<file path="config.mk">
export PLATFORM = sky130hd
export DESIGN_NAME = display_hw_reset_sequencer
export DESIGN_NICKNAME = d
export VERILOG_FILES = /design/src/core/rst_seq_pkg.sv /design/src/core/reset_pin_filter.sv /design/src/core/display_hw_reset_sequencer.sv
export SDC_FILE = /design/constraint.sdc
export NUM_CORES = 1
export LEC_CHECK = 0
export BUFFER_PORTS_ARGS = -buffer_cell sky130_fd_sc_hd__buf_4
export CAP_MARGIN = 10
export CORE_MARGIN = 4
export CORE_UTILIZATION = 35
export DETAILED_ROUTE_END_ITERATION = 8
export GPL_ROUTABILITY_DRIVEN = 1
export SETUP_SLACK_MARGIN = 0.2
export SYNTH_ARGS = -nofsm -noshare
export SYNTH_HDL_FRONTEND = slang
export SYNTH_SLANG_ARGS = --single-unit
</file>
<file path="constraint.sdc">
create_clock -name clock_i -period 3.05 [get_ports clock_i]
set_input_delay 0.61 -clock clock_i [delete_from_list [all_inputs] [get_ports clock_i]]
set_output_delay 0.61 -clock clock_i [all_outputs]
set_load 0.05 [all_outputs]
</file>
<file path="src/core/rst_seq_pkg.sv">
package rst_seq_pkg;
  // ----------------------------------------------------------------
  // timing
  // ----------------------------------------------------------------
  localparam int unsigned CLK_HZ = 20000000;
  localparam int unsigned REJECT_NS = 5000;
  localparam int unsigned ACCEPT_NS = 9000;
  localparam int unsigned LOAD_MS = 5;
  localparam int unsigned BLANK_MS = 120;
  localparam int unsigned HOST_WAIT_MS = 5;
  localparam int unsigned WAKE_WAIT_MS = 120;
  // least time rounds up
  localparam int unsigned REJECT_CYC = (REJECT_NS * (CLK_HZ / 1000000) + 999) / 1000;
  // accept threshold: longest time, rounds down
  localparam int unsigned ACCEPT_CYC = (ACCEPT_NS * (CLK_HZ / 1000000)) / 1000;
  localparam int unsigned LOAD_CYC = LOAD_MS * (CLK_HZ / 1000);
  localparam int unsigned BLANK_CYC = BLANK_MS * (CLK_HZ / 1000);
  localparam int unsigned HOST_WAIT_CYC = HOST_WAIT_MS * (CLK_HZ / 1000);
  localparam int unsigned WAKE_WAIT_CYC = WAKE_WAIT_MS * (CLK_HZ / 1000);
  localparam int unsigned NVM_WORDS = 8;
  localparam int unsigned NVM_WIDTH = 8;

  typedef enum logic [2:0] {
    ST_RUN,
    ST_HELD,
    ST_BLANK,
    ST_LOAD,
    ST_WAIT
  } seq_state_type;
endpackage : rst_seq_pkg

</file>
<file path="src/core/reset_pin_filter.sv">
`timescale 1ns/100ps
`default_nettype none
module reset_pin_filter #(
  parameter int unsigned REJECT = 100,
  parameter int unsigned ACCEPT = 180
) (
  input wire logic clock_i,
  input wire logic rst_i,
  input wire logic reset_line_low_i,
  output logic held_o,
  output logic low_seen_o
);
  typedef struct packed {
    logic sync1;
    logic sync2;
    logic held;
    logic [15:0] width;
  } filt_type;

  filt_type r;
  filt_type next_r;

  initial begin
    if (REJECT == 0 || ACCEPT < REJECT || ACCEPT > 16'hffff) begin
      $error("reset_pin_filter: bad thresholds");
    end
  end

  // ------------------------------------------------------------
  // width counter: level must differ from the held state for the
  // accept width before the held state follows it
  // ------------------------------------------------------------
  always_comb begin
    next_r = r;
    next_r.sync1 = reset_line_low_i;
    next_r.sync2 = r.sync1;
    if ((r.sync2 == 1'b0) != r.held) begin
      // pulse shorter than the reject width never reaches accept
      if (r.width >= 16'(ACCEPT - 1)) begin
        next_r.held = ~r.held;
        next_r.width = 16'h0000;
      end else begin
        next_r.width = r.width + 16'h0001;
      end
    end else begin
      // short high spike inside a valid reset is dropped too
      next_r.width = 16'h0000;
    end
  end

  always_ff @(posedge clock_i or posedge rst_i) begin
    if (rst_i) begin
      r <= '{sync1: 1'b1, sync2: 1'b1, held: 1'b0, width: 16'h0000};
    end else begin
      r <= next_r;
    end
  end

  assign held_o = r.held;
  assign low_seen_o = ~r.sync2;
endmodule : reset_pin_filter
`default_nettype wire

</file>
<file path="src/core/display_hw_reset_sequencer.sv">
// Function
// - host low at least 9us; reject below 5us
// - spikes within valid reset also filtered
// - reload stored settings within 5 ms
// - blanking sequence from active state, 120 ms
// - idle-state reset keeps display blank
// - afterwards all state at reset defaults
// - idle-state release completes within 5 ms
// - active-state release completes within 120 ms
`timescale 1ns/100ps
`default_nettype none
module display_hw_reset_sequencer
  import rst_seq_pkg::*;
#(
  parameter int unsigned LOAD_CYCLES = LOAD_CYC,
  parameter int unsigned BLANK_CYCLES = BLANK_CYC,
  parameter int unsigned WAKE_CYCLES = WAKE_WAIT_CYC
) (
  input wire logic clock_i,
  input wire logic rst_i,
  input wire logic reset_line_low_i,
  input wire logic display_active_i,
  input wire logic [rst_seq_pkg::NVM_WIDTH-1:0] nvm_data_i,
  output logic [$clog2(rst_seq_pkg::NVM_WORDS)-1:0] nvm_addr_o,
  output logic [rst_seq_pkg::NVM_WIDTH-1:0] load_data_o,
  output logic [$clog2(rst_seq_pkg::NVM_WORDS)-1:0] load_addr_o,
  output logic load_we_o,
  output logic display_blank_o,
  output logic defaults_o,
  output logic busy_o,
  output logic cmd_ready_o,
  output logic wake_ready_o
);
  import rst_seq_pkg::*;

  localparam int AW = $clog2(NVM_WORDS);
  // every word costs two cycles: address out, then data in
  localparam int unsigned FETCH_SPAN = 2 * NVM_WORDS;

  typedef struct packed {
    seq_state_type state;
    logic [23:0] count;
    logic [23:0] since;
    logic was_active;
    logic [AW-1:0] addr;
    logic [NVM_WIDTH-1:0] data;
    logic [AW-1:0] waddr;
    logic we;
    logic fetch;
    logic blank;
    logic defaults;
    logic wake;
  } seq_type;

  seq_type r;
  seq_type next_r;
  logic held;
  logic low_seen;

  // ------------------------------------------------------------
  // elaboration checks
  // ------------------------------------------------------------
  initial begin
    if (LOAD_CYCLES < FETCH_SPAN + 2) begin
      $error("display_hw_reset_sequencer: load window shorter than the store fetch");
    end
    if (BLANK_CYCLES == 0 || BLANK_CYCLES > 24'hffffff) begin
      $error("display_hw_reset_sequencer: blank count out of range");
    end
    if (WAKE_CYCLES == 0 || WAKE_CYCLES > 24'hffffff) begin
      $error("display_hw_reset_sequencer: wake count out of range");
    end
    // the blank budget is counted from release, so it must cover the load
    if (LOAD_CYCLES > BLANK_CYCLES) begin
      $error("display_hw_reset_sequencer: load must finish inside the blank budget");
    end
  end

  // ------------------------------------------------------------
  // sequence outline
  // ------------------------------------------------------------
  // run   : normal operation, waiting for an accepted low level
  // held  : line accepted low; nothing happens until it is released
  // load  : stored settings copied word by word into the settings
  //         registers, counted from the filtered release
  // blank : only after an active-state reset; stretches the whole
  //         release to the blank budget, still counted from release
  // wait  : one cycle to settle before commands are taken again
  // a new accepted low level in any busy state goes back to held, so a
  // half-finished load is never trusted

  // ------------------------------------------------------------
  // pin filter
  // ------------------------------------------------------------
  reset_pin_filter #(
    .REJECT(REJECT_CYC),
    .ACCEPT(ACCEPT_CYC)
  ) u_filter (
    .clock_i(clock_i),
    .rst_i(rst_i),
    .reset_line_low_i(reset_line_low_i),
    .held_o(held),
    .low_seen_o(low_seen)
  );

  // ------------------------------------------------------------
  // sequencer
  // ------------------------------------------------------------
  always_comb begin
    next_r = r;
    next_r.we = 1'b0;
    next_r.fetch = 1'b0;
    if (r.since != 24'hffffff) begin
      next_r.since = r.since + 24'h000001;
    end
    case (r.state)
      ST_RUN: begin
        if (held) begin
          next_r.state = ST_HELD;
          next_r.was_active = display_active_i;
          next_r.blank = 1'b1;
          next_r.defaults = 1'b0;
        end
      end
      ST_HELD: begin
        if (!held) begin
          // count from the filtered release, once the line has been high for the accept width
          next_r.count = 24'h000000;
          next_r.since = 24'h000000;
          next_r.addr = '0;
          next_r.state = ST_LOAD;
        end
      end
      ST_LOAD: begin
        next_r.count = r.count + 24'h000001;
        // fetch toggles: one cycle to present the address, one to take
        // the word, since the store answers a full cycle after its address
        if (r.count < 24'(FETCH_SPAN)) begin
          next_r.fetch = !r.fetch;
        end
        if (r.fetch) begin
          // address has stood a whole cycle, so the word belongs to it
          next_r.data = nvm_data_i;
          next_r.waddr = r.addr;
          next_r.we = 1'b1;
          if (r.addr != AW'(NVM_WORDS - 1)) begin
            next_r.addr = r.addr + AW'(1);
          end
        end
        if (r.count >= 24'(LOAD_CYCLES - 1)) begin
          next_r.state = r.was_active ? ST_BLANK : ST_WAIT;
          next_r.defaults = 1'b1;
        end
      end
      ST_BLANK: begin
        // blanking runs out inside the active-state budget
        next_r.count = r.count + 24'h000001;
        if (r.count >= 24'(BLANK_CYCLES - 1)) begin
          next_r.state = ST_WAIT;
        end
      end
      ST_WAIT: begin
        next_r.blank = 1'b1;
        next_r.state = ST_RUN;
        next_r.was_active = 1'b0;
      end
      default: next_r.state = ST_RUN;
    endcase
    // a fresh accepted reset goes back to held and drops defaults; was_active is not sampled again
    if (held && r.state != ST_HELD && r.state != ST_RUN) begin
      next_r.state = ST_HELD;
      next_r.defaults = 1'b0;
    end
    // wake gate is timed from release in every state except held
    next_r.wake = !held && r.state != ST_HELD && r.since >= 24'(WAKE_CYCLES - 1);
  end

  always_ff @(posedge clock_i or posedge rst_i) begin
    if (rst_i) begin
      r <= '{state: ST_RUN, count: 24'h000000, since: 24'h000000, was_active: 1'b0,
             addr: '0, data: '0, waddr: '0, we: 1'b0, fetch: 1'b0, blank: 1'b1,
             defaults: 1'b1, wake: 1'b0};
    end else begin
      r <= next_r;
    end
  end

  // ------------------------------------------------------------
  // outputs
  // ------------------------------------------------------------
  assign nvm_addr_o = r.addr;
  assign load_data_o = r.data;
  assign load_addr_o = r.waddr;
  assign load_we_o = r.we;
  assign display_blank_o = r.blank;
  assign defaults_o = r.defaults;
  assign busy_o = r.state != ST_RUN || low_seen;
  // commands accepted only once release processing is over
  assign cmd_ready_o = r.state == ST_RUN && !low_seen;
  assign wake_ready_o = r.wake && cmd_ready_o;
endmodule : display_hw_reset_sequencer
`default_nettype wire

</file>
==> run summary <==
RSZ-0062 raised after global routing = false
drt drc = 0
Inst Count DP = 639
mean post-synth cell area = 9.886 sq um
clock buffer depth = 2
hold buffers post-CTS = 0
clk slew on worst S/H paths = 60 ps
DIE WIDTH = 121.6 um
total power = 3.685 mW
later-pin clock latency in the skew report = 340 ps
dominant synthesized flop cell = dfrtp_1
via count = 3281
clock tree sinks = 89
CP required = 2440 ps
CP endpoint kind = output pin
Post-CTS Setup Bufs = 0
PostCTS Resize Cnt = 0
Peak VDD IR = 0.3338 mV
core box area = 12620 sq um
Netlist Area Pre-Place = 4518 sq um
wire per inst = 13.43 um
Root Driver = clkbuf_16
diode count = 0
final hold vios = 0
Post-synth EDFFs = 0
CP peak stage delay = 510 ps
Seq/Total Area, Yosys = 49.38%
antenna viol nets, final = 0
htree depth = 3
crit-path max FO = 10
reg2reg setup slack = 890 ps
WL met3 = 435 um
Final Wtd Congestion = 0.8208
initial antenna violation count = 0
Max-cap violations = 0
FMAX = 451.8 MHz
status = completed
Initial DRT Pass Iterations = 5
FP Rows = 41
post-route insts no fill = 655
Slew @ Worst Pin = 859.2 ps
initial core utilization = 35.80%
setup slack after layout = 836.5 ps
Distinct cells, synth = 58
number of synthesized register bits = 89
Layout fillers = 1278
Gate Count Post-Synth = 457
CP Data Arrival Time = 1600 ps
WL met2 = 3913 um
dpl ws = 857.5 ps
CTS tree = yes
slowest cell on the critical path = dfrtp_1
area grow syn2layout = 13.79%
CTS buffer count = 9
vias in the first global route = 3154
Setup Crit Path Kind = register to output pin
first-pass GRT wire length = 15090 um
Final min period = 2213 ps
post-layout net count = 495
final wirelength = 8798 um
I/O pin count = 32
Post-Route M1 WL = 4355 um
setup violators final = 0
final period utilization = 72.57%
ys async rst share = 100.0%
Starting DRT DRC Count = 276
die area = 14790 sq um
Max Used Layer = met4
DP HPWL = 6241 um
Die Height = 121.6 um
Leak = 2.271 nW
layout cells sized above 1 = 16.56%
pwr dens = 716.7 nW/um^2
GRT Residual Overflow = 0
largest net degree at the start of global routing = 60
GRT Util Overall = 12.68%
port bufs = 30
Setup Skew = 9.814 ps
Max Slew Vio Count = 0
crit path cell chain = nor3_1 > and3_1 > buf_4
final setup TNS = 0 ps
Yosys warnings = 0
class of the worst hold path = primary input to asynchronous set/reset pin
slew margin rel. = 42.72%
critical path startpoint category = register
Via density = 5.009
==> report_power, final <==
group	switching (mW)	total [mW]	internal (mW)
clock	0.459	1.06	0.600
combinational	0.721	1.09	0.369
sequential	0.171	1.53	1.36
==> state kept, by name, summed over array words and instances (netlist names) <==
name	flops
nvm_addr_o	3
r	54
load_addr_o	3
u_filter.held_o	1
load_data_o	8
load_we_o	1
defaults_o	1
u_filter.r	17
u_filter.next_r	1
==> logic make-up (layout without fill, tap and decap cells) <==
family	count (synthesis)	in the layout	share of synthesized area, %
buffers and inverters	47	66	5.400
XOR/XNOR	40	40	7.754
multiplexers	17	17	4.071
other	2	9	0.1662
AND/OR/NAND/NOR	206	206	23.79
AO/OA/AOI/OAI	51	51	8.059
adder cells (fa/ha/maj)	5	5	1.385
flip-flops	89	89	49.38
==> routing by layer <==
layer  vias to the layer above  GRT usage (%)
li1                       1613              -
met1                      1598          17.84
met2                        62          19.14
met3                         8          3.528
met4                         0          3.852
met5                         -              0
==> synthesized netlist by cell type (10+ instances only) <==
cell type  count  area, sq um
and3_1        13        81.33
buf_4         15        112.6
nand2_1       40        150.1
o21ai_0       12        60.06
clkbuf_1      12        45.04
nor2_1        59        221.5
xor2_1        17        148.9
xnor2_1       23        201.4
nand4_1       18        112.6
nand3_1       23        115.1
mux2_2        11        123.9
a21oi_1       16        80.08
nor3_1        10        50.05
dfrtp_1       86         2152
inv_1         14        52.55
==> final timing paths <==
path / cells after the start / to / start
worst min-delay path: 2 / u_filter.held_o / rst_i
worst min register to register: 0 / u_filter.r[17] / u_filter.next_r[17]
worst max-delay path: 3 / wake_ready_o / r[70]
min in group clock_i: 0 / u_filter.r[17] / u_filter.next_r[17]
max in group asynchronous: 3 / r[53] / rst_i
worst max register to register: 5 / nvm_addr_o[0] / r[70]
==> per-stage QoR <==
step	util (%)	instance area (sq um)	hold slack [ps]
2_1_floorplan	-	4548	345.2
3_3_place_gp	38.44	4851	348.0
3_5_place_dp	38.44	4851	354.5
4_1_cts	40.74	5141	358.7
5_1_grt	40.74	5141	360.7
6_report	40.74	5141	361.5
==> worst max-delay path: cells and delay by family, from the launching register on <==
family | cells | cell delay [ps]
simple gates | 2 | 560
buf+inv | 1 | 200
flops | 1 | 510
==> cell type report <==
class / count / area [sq um] / share of cell area [%]
repair buffers: 35 / 275.3 / 5.354
clock buffers: 11 / 252.7 / 4.916
clock inverters: 5 / 37.54 / 0.7301
inverters: 15 / 60.06 / 1.168
well taps: 172 / 215.2 / 4.186
flip-flops and latches: 89 / 2231 / 43.39
multi-input cells: 328 / 2069 / 40.25
==> cells in the final DEF, fill, tap and decap left out, types with 3 or more instances in the layout <==
master,count
dfrtp_1,86
nor2_1,59
nand2_1,40
buf_4,34
nand3_1,23
xnor2_1,23
nand4_1,18
xor2_1,17
a21oi_1,16
inv_1,13
and3_1,13
o21ai_0,12
mux2_2,11
nor3_1,10
nor4_1,9
conb_1,9
clkbuf_16,9
mux2i_1,6
and2_1,6
ha_1,5
and4_1,4
nand3b_1,3
a31oi_1,3
nand2b_1,3
a211oi_1,3
clkinvlp_4,3
dfstp_2,3
Note: power is estimated with default switching activity, not from simulation.
